File: src/shcl_pkg.sv
package shcl_pkg;

  // Link byte codes
  localparam logic [7:0] ASCII_ESC   = 8'h1b;
  localparam logic [7:0] ASCII_CR    = 8'h0d;
  localparam logic [7:0] ASCII_COMMA = 8'h2c;
  localparam logic [7:0] ASCII_QUOTE = 8'h22;
  localparam logic [7:0] ASCII_ZERO  = 8'h30;
  localparam logic [7:0] ASCII_NINE  = 8'h39;
  localparam logic [7:0] ASCII_UA    = 8'h41;
  localparam logic [7:0] ASCII_UF    = 8'h46;
  localparam logic [7:0] ASCII_LA    = 8'h61;
  localparam logic [7:0] ASCII_LF    = 8'h66;
  localparam logic [7:0] HEX_ALPHA   = 8'h0a;

  // Command codes (byte after the escape)
  localparam logic [7:0] CMD_SHOW_SCREEN = 8'h30;
  localparam logic [7:0] CMD_ASK_SCREEN  = 8'h58;
  localparam logic [7:0] CMD_ASK_LAMPS   = 8'h52;
  localparam logic [7:0] CMD_ASK_STATUS  = 8'h5a;
  localparam logic [7:0] CMD_BUZZER      = 8'h54;
  localparam logic [7:0] CMD_DISPLAY     = 8'h50;
  localparam logic [7:0] CMD_TOUCH_OFF   = 8'h55;
  localparam logic [7:0] CMD_TOUCH_ON    = 8'h56;
  localparam logic [7:0] CMD_CLEAR       = 8'h26;
  localparam logic [7:0] CMD_CURSOR      = 8'h2b;
  localparam logic [7:0] RSP_SCREEN      = 8'h59;
  localparam logic [7:0] RSP_LAMPS       = 8'h53;
  localparam logic [7:0] RSP_STATUS      = 8'h5b;

  // Argument counts in hex characters, and field widths in bits
  localparam logic [3:0] NARG_NONE   = 4'h0;
  localparam logic [3:0] NARG_ONE    = 4'h1;
  localparam logic [3:0] NARG_SCREEN = 4'h4;
  localparam logic [3:0] NARG_COORD  = 4'h6;
  localparam int         NIB_W       = 4;
  localparam int         ARG_W       = 32;
  localparam int         COORD_W     = 12;

  // Screen area in dots
  localparam logic [11:0] SCREEN_W = 12'h280;
  localparam logic [11:0] SCREEN_H = 12'h190;

  // Inter-byte gap limit
  localparam int unsigned TIMEOUT_S   = 5;
  localparam int unsigned CLK_HZ      = 100_000_000;
  localparam int unsigned TIMEOUT_CYC = TIMEOUT_S * CLK_HZ;

  // Reply frame: escape, code, four hex digits, carriage return
  localparam logic [2:0] TX_IDX_ESC  = 3'h0;
  localparam logic [2:0] TX_IDX_CODE = 3'h1;
  localparam logic [2:0] TX_IDX_LAST = 3'h6;
  localparam int         TX_BUF_DEPTH = 2;

  typedef enum logic [2:0] {
    KIND_OPER = 3'b001,
    KIND_ENQ  = 3'b010,
    KIND_TERM = 3'b100
  } shcl_kind_t;

  typedef struct packed {
    logic       known;
    logic [3:0] nargs;
    shcl_kind_t kind;
    logic [7:0] rcode;
  } shcl_info_t;

  typedef struct packed {
    logic [7:0]  code;
    shcl_kind_t  kind;
    logic [31:0] args;
  } shcl_exec_t;

  typedef struct packed {
    logic [7:0]  code;
    logic [15:0] data;
  } shcl_reply_t;

  function automatic shcl_info_t shcl_lookup(input logic [7:0] c);
    shcl_info_t r;
    r = '{known: 1'b1, nargs: NARG_NONE, kind: KIND_OPER, rcode: '0};
    case (c)
      CMD_SHOW_SCREEN: r.nargs = NARG_SCREEN;
      CMD_ASK_SCREEN:  begin r.kind = KIND_ENQ; r.rcode = RSP_SCREEN; end
      CMD_ASK_LAMPS:   begin r.kind = KIND_ENQ; r.rcode = RSP_LAMPS; end
      CMD_ASK_STATUS:  begin r.kind = KIND_ENQ; r.rcode = RSP_STATUS; end
      CMD_BUZZER:      r.nargs = NARG_ONE;
      CMD_DISPLAY:     r.nargs = NARG_ONE;
      CMD_TOUCH_OFF:   r.nargs = NARG_NONE;
      CMD_TOUCH_ON:    r.nargs = NARG_NONE;
      CMD_CLEAR:       r.kind = KIND_TERM;
      CMD_CURSOR:      begin r.kind = KIND_TERM; r.nargs = NARG_COORD; end
      default:         r.known = 1'b0;
    endcase
    return r;
  endfunction

  function automatic logic [3:0] shcl_from_ascii(input logic [7:0] c);
    logic [7:0] v;
    v = '0;
    if (c >= ASCII_ZERO && c <= ASCII_NINE) begin
      v = c - ASCII_ZERO;
    end else if (c >= ASCII_UA && c <= ASCII_UF) begin
      v = c - ASCII_UA + HEX_ALPHA;
    end else if (c >= ASCII_LA && c <= ASCII_LF) begin
      v = c - ASCII_LA + HEX_ALPHA;
    end
    return v[3:0];
  endfunction

  function automatic logic [7:0] shcl_to_ascii(input logic [3:0] n);
    logic [7:0] w;
    w = {4'h0, n};
    return (w < HEX_ALPHA) ? (ASCII_ZERO + w) : (ASCII_UA + w - HEX_ALPHA);
  endfunction

endpackage

File: src/shcl_tx_buffer.sv
`timescale 1ns/10ps
`default_nettype none
module shcl_tx_buffer #(
  parameter int WIDTH = 8,
  parameter int DEPTH = 2
) (
  input  wire logic             ref_clk_i,
  input  wire logic             rst_i,
  input  wire logic             in_valid_i,
  input  wire logic [WIDTH-1:0] in_data_i,
  output logic                  in_ready_o,
  output logic                  out_valid_o,
  output logic      [WIDTH-1:0] out_data_o,
  input  wire logic             out_ready_i
);
  localparam int PW = (DEPTH > 1) ? $clog2(DEPTH) : 1;
  localparam int CW = $clog2(DEPTH + 1);
  localparam logic [PW-1:0] PTR_LAST = PW'(DEPTH - 1);
  localparam logic [CW-1:0] CNT_FULL = CW'(DEPTH);

  logic [WIDTH-1:0] mem_q [DEPTH];
  logic [WIDTH-1:0] mem_d [DEPTH];
  logic [PW-1:0]    wr_q, wr_d, rd_q, rd_d;
  logic [CW-1:0]    cnt_q, cnt_d;
  logic             push, pop;

  assign in_ready_o  = (cnt_q != CNT_FULL);
  assign out_valid_o = (cnt_q != '0);
  assign out_data_o  = mem_q[rd_q];
  assign push        = in_valid_i && in_ready_o;
  assign pop         = out_valid_o && out_ready_i;

  always_comb begin
    mem_d = mem_q;
    wr_d  = wr_q;
    rd_d  = rd_q;
    cnt_d = cnt_q;
    if (push) begin
      mem_d[wr_q] = in_data_i;
      wr_d = (wr_q == PTR_LAST) ? '0 : wr_q + PW'(1);
    end
    if (pop) begin
      rd_d = (rd_q == PTR_LAST) ? '0 : rd_q + PW'(1);
    end
    if (push && !pop) begin
      cnt_d = cnt_q + CW'(1);
    end else if (pop && !push) begin
      cnt_d = cnt_q - CW'(1);
    end
  end

  always_ff @(posedge ref_clk_i or posedge rst_i) begin
    if (rst_i) begin
      mem_q <= '{default: '0};
      wr_q  <= '0;
      rd_q  <= '0;
      cnt_q <= '0;
    end else begin
      mem_q <= mem_d;
      wr_q  <= wr_d;
      rd_q  <= rd_d;
      cnt_q <= cnt_d;
    end
  end
endmodule
`default_nettype wire

File: src/shcl_command_link.sv
// Functional notes
// - Terminal commands are executed without any reply to the host.
// - Bytes beyond a command's defined length are discarded.
// - A command cut short ends in a timeout error, never executed.
// - A gap over 5 seconds inside a command raises a timeout error.
// - Bytes arriving while a command is still executing raise buffer overflow.
// - Buzzer command acts only while the buzzer switch is on.
// - Terminal command with any coordinate off screen is dropped entirely.
// - Auto-reset switch on suppresses the on-screen error message.
// - Sent commands carry no comma or double quote; each ends in a line end. Notification code bytes are sent unchecked.
`timescale 1ns/10ps
`default_nettype none
module shcl_command_link
  import shcl_pkg::*;
#(
  parameter int unsigned TIMEOUT_CYCLES = TIMEOUT_CYC
) (
  input  wire logic        ref_clk_i,
  input  wire logic        rst_i,
  input  wire logic        rx_valid_i,
  input  wire logic [7:0]  rx_data_i,
  input  wire logic        sw_buzzer_i,
  input  wire logic        sw_auto_reset_i,
  output logic             exec_valid_o,
  output shcl_exec_t       exec_o,
  input  wire logic        exec_ready_i,
  input  wire logic        resp_valid_i,
  input  wire logic [15:0] resp_data_i,
  output logic             resp_ready_o,
  input  wire logic        note_valid_i,
  input  wire shcl_reply_t note_i,
  output logic             note_ready_o,
  output logic             tx_valid_o,
  output logic [7:0]       tx_data_o,
  input  wire logic        tx_ready_i,
  output logic             err_timeout_o,
  output logic             err_overflow_o,
  output logic             err_msg_o
);
  localparam logic [31:0] TMR_LAST = 32'(TIMEOUT_CYCLES - 1);
  // Slot of the least significant hex digit, just before the line end
  localparam logic [2:0]  TX_IDX_LSD = TX_IDX_LAST - 3'h1;

  typedef enum logic [3:0] {
    RX_IDLE = 4'b0001,
    RX_CODE = 4'b0010,
    RX_ARGS = 4'b0100,
    RX_EXEC = 4'b1000
  } shcl_rx_state_t;

  // Memory switches come from pins: two-stage synchroniser
  logic [1:0] sw_meta_q, sw_sync_q;
  logic       sw_buz, sw_auto;

  always_ff @(posedge ref_clk_i or posedge rst_i) begin
    if (rst_i) begin
      sw_meta_q <= '0;
      sw_sync_q <= '0;
    end else begin
      sw_meta_q <= {sw_auto_reset_i, sw_buzzer_i};
      sw_sync_q <= sw_meta_q;
    end
  end
  assign sw_buz  = sw_sync_q[0];
  assign sw_auto = sw_sync_q[1];

  // Receive side
  shcl_rx_state_t state_q, state_d;
  shcl_info_t     info_q, info_d, look;
  logic [7:0]     code_q, code_d;
  logic [3:0]     left_q, left_d;
  logic [31:0]    arg_q, arg_d, tmr_q, tmr_d;
  logic           exec_vq, exec_vd;
  shcl_exec_t     exec_q, exec_d;
  logic           pend_q, pend_d;
  logic [7:0]     pcode_q, pcode_d;
  logic           to_q, to_d, ov_q, ov_d, msg_q, msg_d;
  logic           in_cmd, timeout_hit, done, keep, accepted;
  logic [3:0]     nib;
  logic [31:0]    arg_n;
  logic [11:0]    crd_x, crd_y;
  logic           take_resp, take_note;

  assign look        = shcl_lookup(rx_data_i);
  assign nib         = shcl_from_ascii(rx_data_i);
  assign arg_n       = {arg_q[ARG_W-NIB_W-1:0], nib};
  assign in_cmd      = (state_q == RX_CODE) || (state_q == RX_ARGS);
  assign timeout_hit = in_cmd && !rx_valid_i && (tmr_q == TMR_LAST);
  assign accepted    = exec_vq && exec_ready_i;
  assign crd_x       = arg_n[2*COORD_W-1:COORD_W];
  assign crd_y       = arg_n[COORD_W-1:0];

  always_comb begin
    state_d = state_q;
    info_d  = info_q;
    code_d  = code_q;
    left_d  = left_q;
    arg_d   = arg_q;
    exec_vd = exec_vq;
    exec_d  = exec_q;
    to_d    = 1'b0;
    ov_d    = 1'b0;
    done    = 1'b0;
    keep    = 1'b1;
    tmr_d   = (in_cmd && !rx_valid_i) ? tmr_q + 32'(1) : '0;
    case (state_q)
      RX_IDLE: begin
        // Anything but an escape here is surplus of an earlier command
        if (rx_valid_i && rx_data_i == ASCII_ESC) begin
          state_d = RX_CODE;
        end
      end
      RX_CODE: begin
        if (rx_valid_i) begin
          info_d = look;
          code_d = rx_data_i;
          arg_d  = '0;
          left_d = look.nargs;
          if (!look.known) begin
            state_d = RX_IDLE;
          end else if (look.nargs == NARG_NONE) begin
            done = 1'b1;
          end else begin
            state_d = RX_ARGS;
          end
        end else if (timeout_hit) begin
          state_d = RX_IDLE;
          to_d    = 1'b1;
        end
      end
      RX_ARGS: begin
        if (rx_valid_i) begin
          arg_d  = arg_n;
          left_d = left_q - 4'h1;
          done   = (left_q == NARG_ONE);
        end else if (timeout_hit) begin
          state_d = RX_IDLE;
          to_d    = 1'b1;
        end
      end
      RX_EXEC: begin
        if (rx_valid_i) begin
          ov_d = 1'b1;
        end
        if (accepted) begin
          state_d = RX_IDLE;
          exec_vd = 1'b0;
        end
      end
      default: state_d = RX_IDLE;
    endcase
    if (done) begin
      if (code_d == CMD_BUZZER && !sw_buz) begin
        keep = 1'b0;
      end
      if (code_d == CMD_CURSOR && (state_q == RX_ARGS) && (crd_x >= SCREEN_W || crd_y >= SCREEN_H)) begin
        keep = 1'b0;
      end
      if (info_d.kind == KIND_ENQ && pend_q) begin
        keep = 1'b0;
      end
      state_d = keep ? RX_EXEC : RX_IDLE;
      exec_vd = keep;
      exec_d  = '{code: code_d, kind: info_d.kind, args: arg_d};
    end
  end

  // Pending enquiry answer; a new enquiry wins over the clear
  always_comb begin
    pend_d  = pend_q;
    pcode_d = pcode_q;
    if (take_resp) begin
      pend_d = 1'b0;
    end
    if (accepted && exec_q.kind == KIND_ENQ) begin
      pend_d  = 1'b1;
      pcode_d = info_q.rcode;
    end
    msg_d = (to_d || ov_d) && !sw_auto;
  end

  always_ff @(posedge ref_clk_i or posedge rst_i) begin
    if (rst_i) begin
      state_q <= RX_IDLE;
      info_q  <= '{known: 1'b0, nargs: NARG_NONE, kind: KIND_OPER, rcode: '0};
      code_q  <= '0;
      left_q  <= '0;
      arg_q   <= '0;
      tmr_q   <= '0;
      exec_vq <= 1'b0;
      exec_q  <= '{code: '0, kind: KIND_OPER, args: '0};
      pend_q  <= 1'b0;
      pcode_q <= '0;
      to_q    <= 1'b0;
      ov_q    <= 1'b0;
      msg_q   <= 1'b0;
    end else begin
      state_q <= state_d;
      info_q  <= info_d;
      code_q  <= code_d;
      left_q  <= left_d;
      arg_q   <= arg_d;
      tmr_q   <= tmr_d;
      exec_vq <= exec_vd;
      exec_q  <= exec_d;
      pend_q  <= pend_d;
      pcode_q <= pcode_d;
      to_q    <= to_d;
      ov_q    <= ov_d;
      msg_q   <= msg_d;
    end
  end

  assign exec_valid_o   = exec_vq;
  assign exec_o         = exec_q;
  assign err_timeout_o  = to_q;
  assign err_overflow_o = ov_q;
  assign err_msg_o      = msg_q;

  // Transmit side: frames a reply or notification into the buffer
  logic        tx_busy_q, tx_busy_d;
  logic [2:0]  tx_idx_q, tx_idx_d;
  shcl_reply_t tx_rep_q, tx_rep_d;
  logic [7:0]  tx_byte;
  logic        buf_ready;

  assign resp_ready_o = !tx_busy_q && pend_q;
  assign note_ready_o = !tx_busy_q && !(pend_q && resp_valid_i);
  assign take_resp    = resp_ready_o && resp_valid_i;
  assign take_note    = note_ready_o && note_valid_i;

  always_comb begin
    case (tx_idx_q)
      TX_IDX_ESC:  tx_byte = ASCII_ESC;
      TX_IDX_CODE: tx_byte = tx_rep_q.code;
      TX_IDX_LAST: tx_byte = ASCII_CR;
      default:     tx_byte = shcl_to_ascii(4'(tx_rep_q.data >> (NIB_W * (TX_IDX_LSD - tx_idx_q))));
    endcase
  end

  always_comb begin
    tx_busy_d = tx_busy_q;
    tx_idx_d  = tx_idx_q;
    tx_rep_d  = tx_rep_q;
    if (!tx_busy_q) begin
      if (take_resp) begin
        tx_busy_d = 1'b1;
        tx_idx_d  = TX_IDX_ESC;
        tx_rep_d  = '{code: pcode_q, data: resp_data_i};
      end else if (take_note) begin
        tx_busy_d = 1'b1;
        tx_idx_d  = TX_IDX_ESC;
        tx_rep_d  = note_i;
      end
    end else if (buf_ready) begin
      tx_idx_d  = tx_idx_q + 3'h1;
      tx_busy_d = (tx_idx_q != TX_IDX_LAST);
    end
  end

  always_ff @(posedge ref_clk_i or posedge rst_i) begin
    if (rst_i) begin
      tx_busy_q <= 1'b0;
      tx_idx_q  <= TX_IDX_ESC;
      tx_rep_q  <= '0;
    end else begin
      tx_busy_q <= tx_busy_d;
      tx_idx_q  <= tx_idx_d;
      tx_rep_q  <= tx_rep_d;
    end
  end

  shcl_tx_buffer #(
    .WIDTH (8),
    .DEPTH (TX_BUF_DEPTH)
  ) u_tx_buffer (
    .ref_clk_i   (ref_clk_i),
    .rst_i       (rst_i),
    .in_valid_i  (tx_busy_q),
    .in_data_i   (tx_byte),
    .in_ready_o  (buf_ready),
    .out_valid_o (tx_valid_o),
    .out_data_o  (tx_data_o),
    .out_ready_i (tx_ready_i)
  );
endmodule
`default_nettype wire

File: config.mk
export PLATFORM = sky130hd
export DESIGN_NAME = shcl_command_link
export DESIGN_NICKNAME = d
export VERILOG_FILES = /design/src/shcl_pkg.sv /design/src/shcl_tx_buffer.sv /design/src/shcl_command_link.sv
export SDC_FILE = /design/constraint.sdc
export NUM_CORES = 1
export LEC_CHECK = 0
export BUFFER_PORTS_ARGS = -buffer_cell sky130_fd_sc_hd__buf_2
export CORE_MARGIN = 3
export CORE_UTILIZATION = 58
export CTS_BUF_LIST = sky130_fd_sc_hd__clkbuf_16
export DETAILED_ROUTE_END_ITERATION = 8
export PLACE_DENSITY_LB_ADDON = 0.25
export SLEW_MARGIN = 40
export SYNTH_ARGS = -nofsm -noshare
export SYNTH_HDL_FRONTEND = slang
export SYNTH_SLANG_ARGS = --single-unit
File: constraint.sdc
create_clock -name ref_clk_i -period 5.82 [get_ports ref_clk_i]
set_input_delay 0.291 -clock ref_clk_i [delete_from_list [all_inputs] [get_ports ref_clk_i]]
set_output_delay 0.291 -clock ref_clk_i [all_outputs]
set_load 0.1 [all_outputs]
==> results of run 1 <==
==> final timing paths <==
check	startpoint	endpoint	slack [ps]
setup / recovery	state_q[3]$_DFFE_PP0P_	exec_o[39]$_DFFE_PP0P_	2710
setup reg to reg	state_q[3]$_DFFE_PP0P_	exec_o[39]$_DFFE_PP0P_	2710
hold / removal	resp_data_i[11]	tx_rep_q[11]$_DFFE_PP0P_	90
max in group asynchronous	rst_i	arg_q[2]$_DFF_PP0_	4140
min in group asynchronous	rst_i	u_tx_buffer.cnt_q[1]$_DFFE_PP0P_	480
hold reg to reg	sw_meta_q[1]$_DFF_PP0_	sw_sync_q[1]$_DFF_PP0_	350
==> registers in the layout, indices dropped and copies added (netlist names), 2 cells and up <==
name and cells:
tmr_q 32, exec_o 43, state_q 4, arg_q 28, u_tx_buffer.mem_q 16, u_tx_buffer.cnt_q 2
code_q 8, sw_sync_q 2, tx_idx_q 3, sw_meta_q 2, pcode_q 3, info_q 6
left_q 4, tx_rep_q 24
==> layout make-up <==
| type | instances | area (um^2) | area share [%] |
|---|---|---|---|
| repair buffers | 123 | 686 | 6.94 |
| multi-input cells | 507 | 3640 | 36.8 |
| clock inverters | 15 | 141 | 1.43 |
| flip-flops and latches | 185 | 4630 | 46.9 |
| well taps | 180 | 225 | 2.28 |
| clock buffers | 17 | 425 | 4.30 |
| inverters | 33 | 136 | 1.38 |
==> critical path: stages, from the launching register on <==
cell	delay, ps
dfrtp_1	450
nor4b_1	680
nand2_1	560
nand2_1	280
and2_1	600
mux2_2	410
==> per-stage QoR <==
step	total power, mW	instance area, um^2	utilization (%)	setup WS, ps	instances
global route	4.47	9880	69.8	2540	1060
finish	4.24	9880	69.8	2710	1060
detailed placement	3.13	9270	65.5	2400	1025
CTS	4.25	9860	69.7	2730	1059
global placement	3.05	9190	64.9	2350	1023
floorplan	2.84	8540	-	505	772
==> layout by cell type, fill, tap and decap left out, drive strengths merged, types with 8 or more instances in the layout <==
cell type and count:
nand4 9, mux2i 8, nand3 27, nor4b 10, nor2 63, a32o 30
xnor2 13, nand2b 8, o21ai 28, nor3 14, dfrtp 182, buf 120
a31oi 10, inv 40, mux2 32, a22o 28, nand2 68, a21oi 22
ha 15, clkbuf 17, a222oi 16, xor2 22, nor4 8
==> metal layers <==
layer / part of all wire, % / vias to the layer above
met5: 0 / -
met4: 2.2 / 0
met3: 5.0 / 44
met2: 50 / 226
met1: 42 / 3296
li1: - / 3022
==> power by group through the flow <==
stage,Clock (mW),Combinational [mW],Sequential (mW)
6_report,1.12,1.41,1.71
5_1_grt,1.19,1.54,1.73
4_1_cts,1.13,1.41,1.70
3_5_place_dp,0,1.40,1.72
3_3_place_gp,0,1.35,1.70
2_1_floorplan,0,1.15,1.68
==> kinds of logic (layout without fill, tap and decap cells) <==
family	after synthesis	after routing	synth area share, %
adders and majority gates	15	15	2.20
xor gates and xnor gates	35	35	3.59
AOI/OAI and AO/OA	160	160	14.6
buffers and inverters	80	188	3.69
and+or+nand+nor	253	253	15.4
DFF	185	185	54.3
muxes	44	44	6.22
==> results.md, run 1 <==
* Status: finished clean
* CTS Buf Count at 17
* Yosys warns at 0
* Mapped Avg Cell Area at 11.1 um^2
* Top cells by area, synth: dfrtp_1 (53%), mux2_2 (4.2%), a32o_1 (3.5%)
* Share of the synthesized area in the top cell type at 53.4%
* Final slew viol count at 0
* # IOs at 115
* Fraction of registers with async set or reset after synthesis at 100%
* Filler Cell Count at around 1,000
* TritonRoute pass-1 iters at 9
* Die ar. at around 16,000 um^2
* Largest net degree at the start of global routing at 126
* # rows at 43
* Top cells by count, synth: dfrtp_1 (182), nand2_1 (68), nor2_1 (62)
* Initial Util at 60.3%
* Maximum operating frequency at 0.322 GHz
* Final setup vio count at 0
* First-pass GRT wire length at 31,900 um
* Clk Latency, worst-skew pair at 430 ps
* Die height at 127 um
* Clk_skew at roughly 8 ps
* Critical Path End Type: flop
* Sw Pwr at approximately 1.7 mW
* Comb power frac at about a third
* CP Data Arrival Time at between 3000 and 4000 ps
* Flops & latches, synth at 185
* Wirelength per Cell at 18.3 um
* Die X at 127 um
* Setup TNS at 0 ps
* R2R cell count at 5
* Port bufs at 114
* Peak VDD IR at roughly 0.27 mV
* Tot GR Track Use at 24.4%
* WP data required at 6140 ps
* Leakage at 4.70 nW
* CTS HTree Levels at 4
* Max Cap Violations at 0
* M2 GR Usage at 39.6%
* Post-synth cell types at 61
* CTS Root Buffer Type: clkbuf_16
* Drt drc at 0
* Hold depth at 3
* Pint at between 2 and 3 mW
* Antenna violations before repair at 0
* Setup repair bufs after CTS at 0
* Sequential power share at 40.3%
* Synth Flop Type: dfrtp_1
* CTS tree: yes
* Area grow syn2layout at 15.8%
* Cell with the most instances after synthesis: dfrtp_1
* Syn_nets at roughly 840
* Worst setup SP type: flop
* Mapped Area at 8540 um^2
* Placeable Area at 14,100 um^2
* Routability cong. at 0.903
* Power Dens Cells at 429 nW/um^2
* Drt total wl at 19,400 um
* DP Wirelength at 13,400 um
* M1 GR Usage at 32.5%
* Met3 usage in global routing at 5.14%
* Fin nets at 939
* Unrepaired setup endpoints after global routing: false
* Share of cells above drive strength 1 at a little under a quarter
* Final ANT Viol Nets at 0
* DRT iter0 DRCs at roughly 600
* Ant diodes at 0
* Worst-Margin Slew at slightly above 800 ps
* Crit share post-route at between 50% and 60%
* Class of the worst hold path: primary input to flop
* Max Buffers Root-to-Sink at 2
* Crit path max fanout at 20
* Gate Count Post-Synth at 772
* DR vias/cell at 6.22
* Type of the worst setup path: flop to flop
* CTS sink count at 185
* Clock Power Share at between 20% and 30%
* Final hold violations at 0
* Reg clk slew, reported paths at about 70 ps
* GRT overflow at 0
* Post-synth EDFFs at 0
* Vias at 6,588
* Switching Fraction at 39.3%
* Slew Limit Headroom at between 40% and 50%
* Vias in the first global route at 6,554
* Post_cts resized at 0
* Synth area leader: dfrtp_1
* # hold bufs at CTS at 2
* Sequential share of the synthesized area at 54.3%
* Busiest grt layer: met2
* Worst hold slack at 88.0 ps
* Fin crit period at 3110 ps
(Power assumes the default switching activity.)
==> inputs of run 2 (changes only) <==
--- a/config.mk
+++ b/config.mk
@@ -5,6 +5,7 @@
 export SDC_FILE = /design/constraint.sdc
 export NUM_CORES = 1
 export LEC_CHECK = 0
+export ABC_AREA = 1
 export BUFFER_PORTS_ARGS = -buffer_cell sky130_fd_sc_hd__buf_2
 export CORE_MARGIN = 3
 export CORE_UTILIZATION = 58
==> constraint.sdc (replaced) <==
create_clock -name ref_clk_i -period 3.2 [get_ports ref_clk_i]
set_input_delay 0.16 -clock ref_clk_i [delete_from_list [all_inputs] [get_ports ref_clk_i]]
set_output_delay 0.16 -clock ref_clk_i [all_outputs]
set_load 0.1 [all_outputs]
==> run 2 against run 1 <==
Compared with the run above:
- setup slack got worse by 2000 ps
- die area increased by 6.6%
- area after synthesis increased by 6.9%
- cell area increased by 9.7%
- clock skew increased by 3.4 ps
- critical path depth increased by 6
- sequential power increased by 94%
- sequential cell count increased by 4
- non-clock buffer count increased by 33
- fmax increased by 23%
- highest routed layer unchanged
==> results.md, run 2 <==
* Status: finished clean
* Clk Latency, worst-skew pair at 450 ps
* TritonRoute pass-1 iters at 9
* First-pass GRT wire length at 38,800 um
* CP max stage delay at 470 ps
* Fin nets at 1,347
* Fin crit period at roughly 2500 ps
* Critical Path End Type: flop
* # rows at 45
* Commonest non-fill, non-tap cells in the layout: nand2_1 (331), dfrtp_1 (186), inv_1 (123)
* Placement Setup Slack at 690 ps
* Clk_skew at ~11 ps
* Port bufs at between 100 and 150
* Placeable Area at 15,300 um^2
* Area grow syn2layout at 18.9%
* Area of the multi-input gates at 3700 um^2
* Mapped Avg Cell Area at 8.08 um^2
* Synth area leader: dfrtp_1
* Vias in the first global route at between 8,000 and 9,000
* Max Buffers Root-to-Sink at 2
* CP Data Arrival Time at a little under 3000 ps
* WP data required at 3570 ps
* CTS sink count at approximately 190
* Final hold violations at 0
* Top cells by area, synth: dfrtp_1 (51%), nand2_1 (14%), inv_1 (5.1%)
* Slowest-stage cell, CP: inv_4
* Power Dens Cells at 828 nW/um^2
* Most common cell after layout, fill and taps aside: nand2_1
* CTS Buf Count at 17
* Syn_nets at 1,201
* CP most frequent cell: nand2_4
* Share of cells above drive strength 1 at approximately 15%
* Class of the worst hold path: primary input to flop
* Type of the worst setup path: flop to flop
* Maximum operating frequency at 0.395 GHz
* Mapped Area at a little over 9000 um^2
* Setup WS post-layout at 669 ps
* Reg clk slew, reported paths at about 80 ps
* Post_cts resized at 0
* Setup TNS at 0 ps
* Ant diodes at 0
* Worst hold slack at 2.06 ps
* DRT iter0 DRCs at 763
* Final slew viol count at 0
* # IOs at approximately 120
* Antenna violations before repair at 0
* Wirelength per Cell at 15.3 um
* Leakage at 5.48 nW
* Unrepaired setup endpoints after global routing: false
* Max reg flops at 43
* Routability cong. at 0.945
* Slew Limit Headroom at 49.8%
* Die ar. at about 17,000 um^2
* Max Cap Violations at 0
* Total power at 8.98 mW
* Setup repair bufs after CTS at 0
* Post-synth EDFFs at 0
* CTS Root Buffer Type: clkbuf_16
* Gate Count Post-Synth at 1,129
* Die height at ~130 um
* Reg area at 4730 um^2
* Top cells by count, synth: nand2_1 (331), dfrtp_1 (186), inv_1 (124)
* Final ANT Viol Nets at 0
* Drt drc at 0
* Crit path max fanout at 46
* Synth Flop Type: dfrtp_1
* Fraction of registers with async set or reset after synthesis at 100%
* CP cell instances: nor2_2 > nand3_4 > nor2_4 > inv_2 > nand2_4 > nand2_2 > clkinv_2 > nand2_4 > inv_4 > nor2_1 > a31oi_1
* Crit share post-route at approximately 79%
* Initial Util at 59.6%
* GRT overflow at 0
* Post-placement cell area at 9890 um^2
* Delay-heaviest family, CP: simple AND/OR/NAND/NOR gates
* Post-synth cell types at 42
* Flops & latches, synth at around 190
* Sequential share of the synthesized area at between 50 and 60%
* Worst setup SP type: flop
* Largest net degree at the start of global routing at 80
* Filler Cell Count at 1,219
* Final instance area at 10,800 um^2
* Peak VDD IR at about 0.6 mV
* Tot GR Track Use at 27.3%
* CTS HTree Levels at 4
* Worst-Margin Slew at 753 ps
* CP Buf/Inv Count at 3
* Yosys warns at 0
* Vias at roughly 8,000
* Drt total wl at 22,900 um
* Final setup vio count at 0
* CTS tree: yes
* Share of the synthesized area in the top cell type at 51.0%
* DP Wirelength at roughly 15,000 um
* Cell with the most instances after synthesis: nand2_1
* DR vias/cell at about 5.4
* Die X at 131 um
-- run 2: cell types whose count changed after synthesis, sizes merged, moves of 26 or more --
cell	previous run	this run
o21ai	28	68
inv	33	134
mux2	32	3
nor2	63	126
nand2	68	338
nand3	27	75
o22ai	5	31
a22o	28	0
clkbuf	38	11
a32o	30	0
-- run 2: per-layer routing --
layer	wire length [um]	vias up	track usage (%)
li1	-	3930	-
met3	1230	63	5.21
met2	11200	336	45.7
met5	0	-	0
met1	9820	3821	35.2
met4	660	0	10.7
-- run 2: worst reg2reg max path: cells and delay by family (launching register included) --
family,cells,cell delay [ps]
and+or+nand+nor,7,1260
buffers and inverters,3,630
DFF,1,420
AOI/OAI and AO/OA,1,160
-- run 2: cell families (layout without fill, tap and decap cells) --
logic type / count (synthesis) / in the layout / synth area share, %
compound gates: 150 / 150 / 9.37
xor+xnor: 15 / 15 / 1.44
buf+inv: 167 / 326 / 7.52
flops: 189 / 189 / 51.9
simple gates: 590 / 590 / 27.4
fa+ha+maj: 15 / 15 / 2.06
mux: 3 / 3 / 0.370
-- run 2: final cells by class --
type / count / share of cell area (%)
Sequential cell: 189 / 43.6
Multi-Input combinational cell: 773 / 34.2
Timing Repair Buffer: 156 / 9.16
Inverter: 138 / 4.85
Clock buffer: 17 / 3.92
Tap cell: 211 / 2.43
Clock inverter: 15 / 1.83
-- run 2: worst paths after layout --
kind	depth (start not counted)	to	startpoint	slack (ps)
worst max-delay path	11	exec_o[36]$_DFFE_PP0P_	state_q[1]$_DFFE_PP0P_	670
max in group asynchronous	4	state_q[0]$_DFFE_PP1P_	rst_i	2040
worst min register to register	0	sw_sync_q[1]$_DFF_PP0_	sw_meta_q[1]$_DFF_PP0_	350
min in group asynchronous	3	u_tx_buffer.rd_q$_DFFE_PP0P_	rst_i	350
worst min-delay path	3	tx_rep_q[13]$_DFFE_PP0P_	resp_data_i[13]	2
worst max register to register	11	exec_o[36]$_DFFE_PP0P_	state_q[1]$_DFFE_PP0P_	670
-- run 2: timing repair --
action                                  in CTS  in global routing
endpoints found under the setup margin       0                  0
hold endpoints to repair                    43                  1
hold buffers                                32                  1
-- run 2: stage by stage --
step,instances,utilization (%)
after detailed placement,1434,64.6
final,1499,70.8
after floorplan,1129,-
after global placement,1434,64.6
after CTS,1498,70.8
after global routing,1499,70.8
-- run 2: power by group --
part / switching (mW) / leakage, nW / internal, mW
Clock: 1.10 / 0.302 / 1.08
Combinational: 2.52 / 2.67 / 0.967
Sequential: 0.319 / 2.51 / 2.99
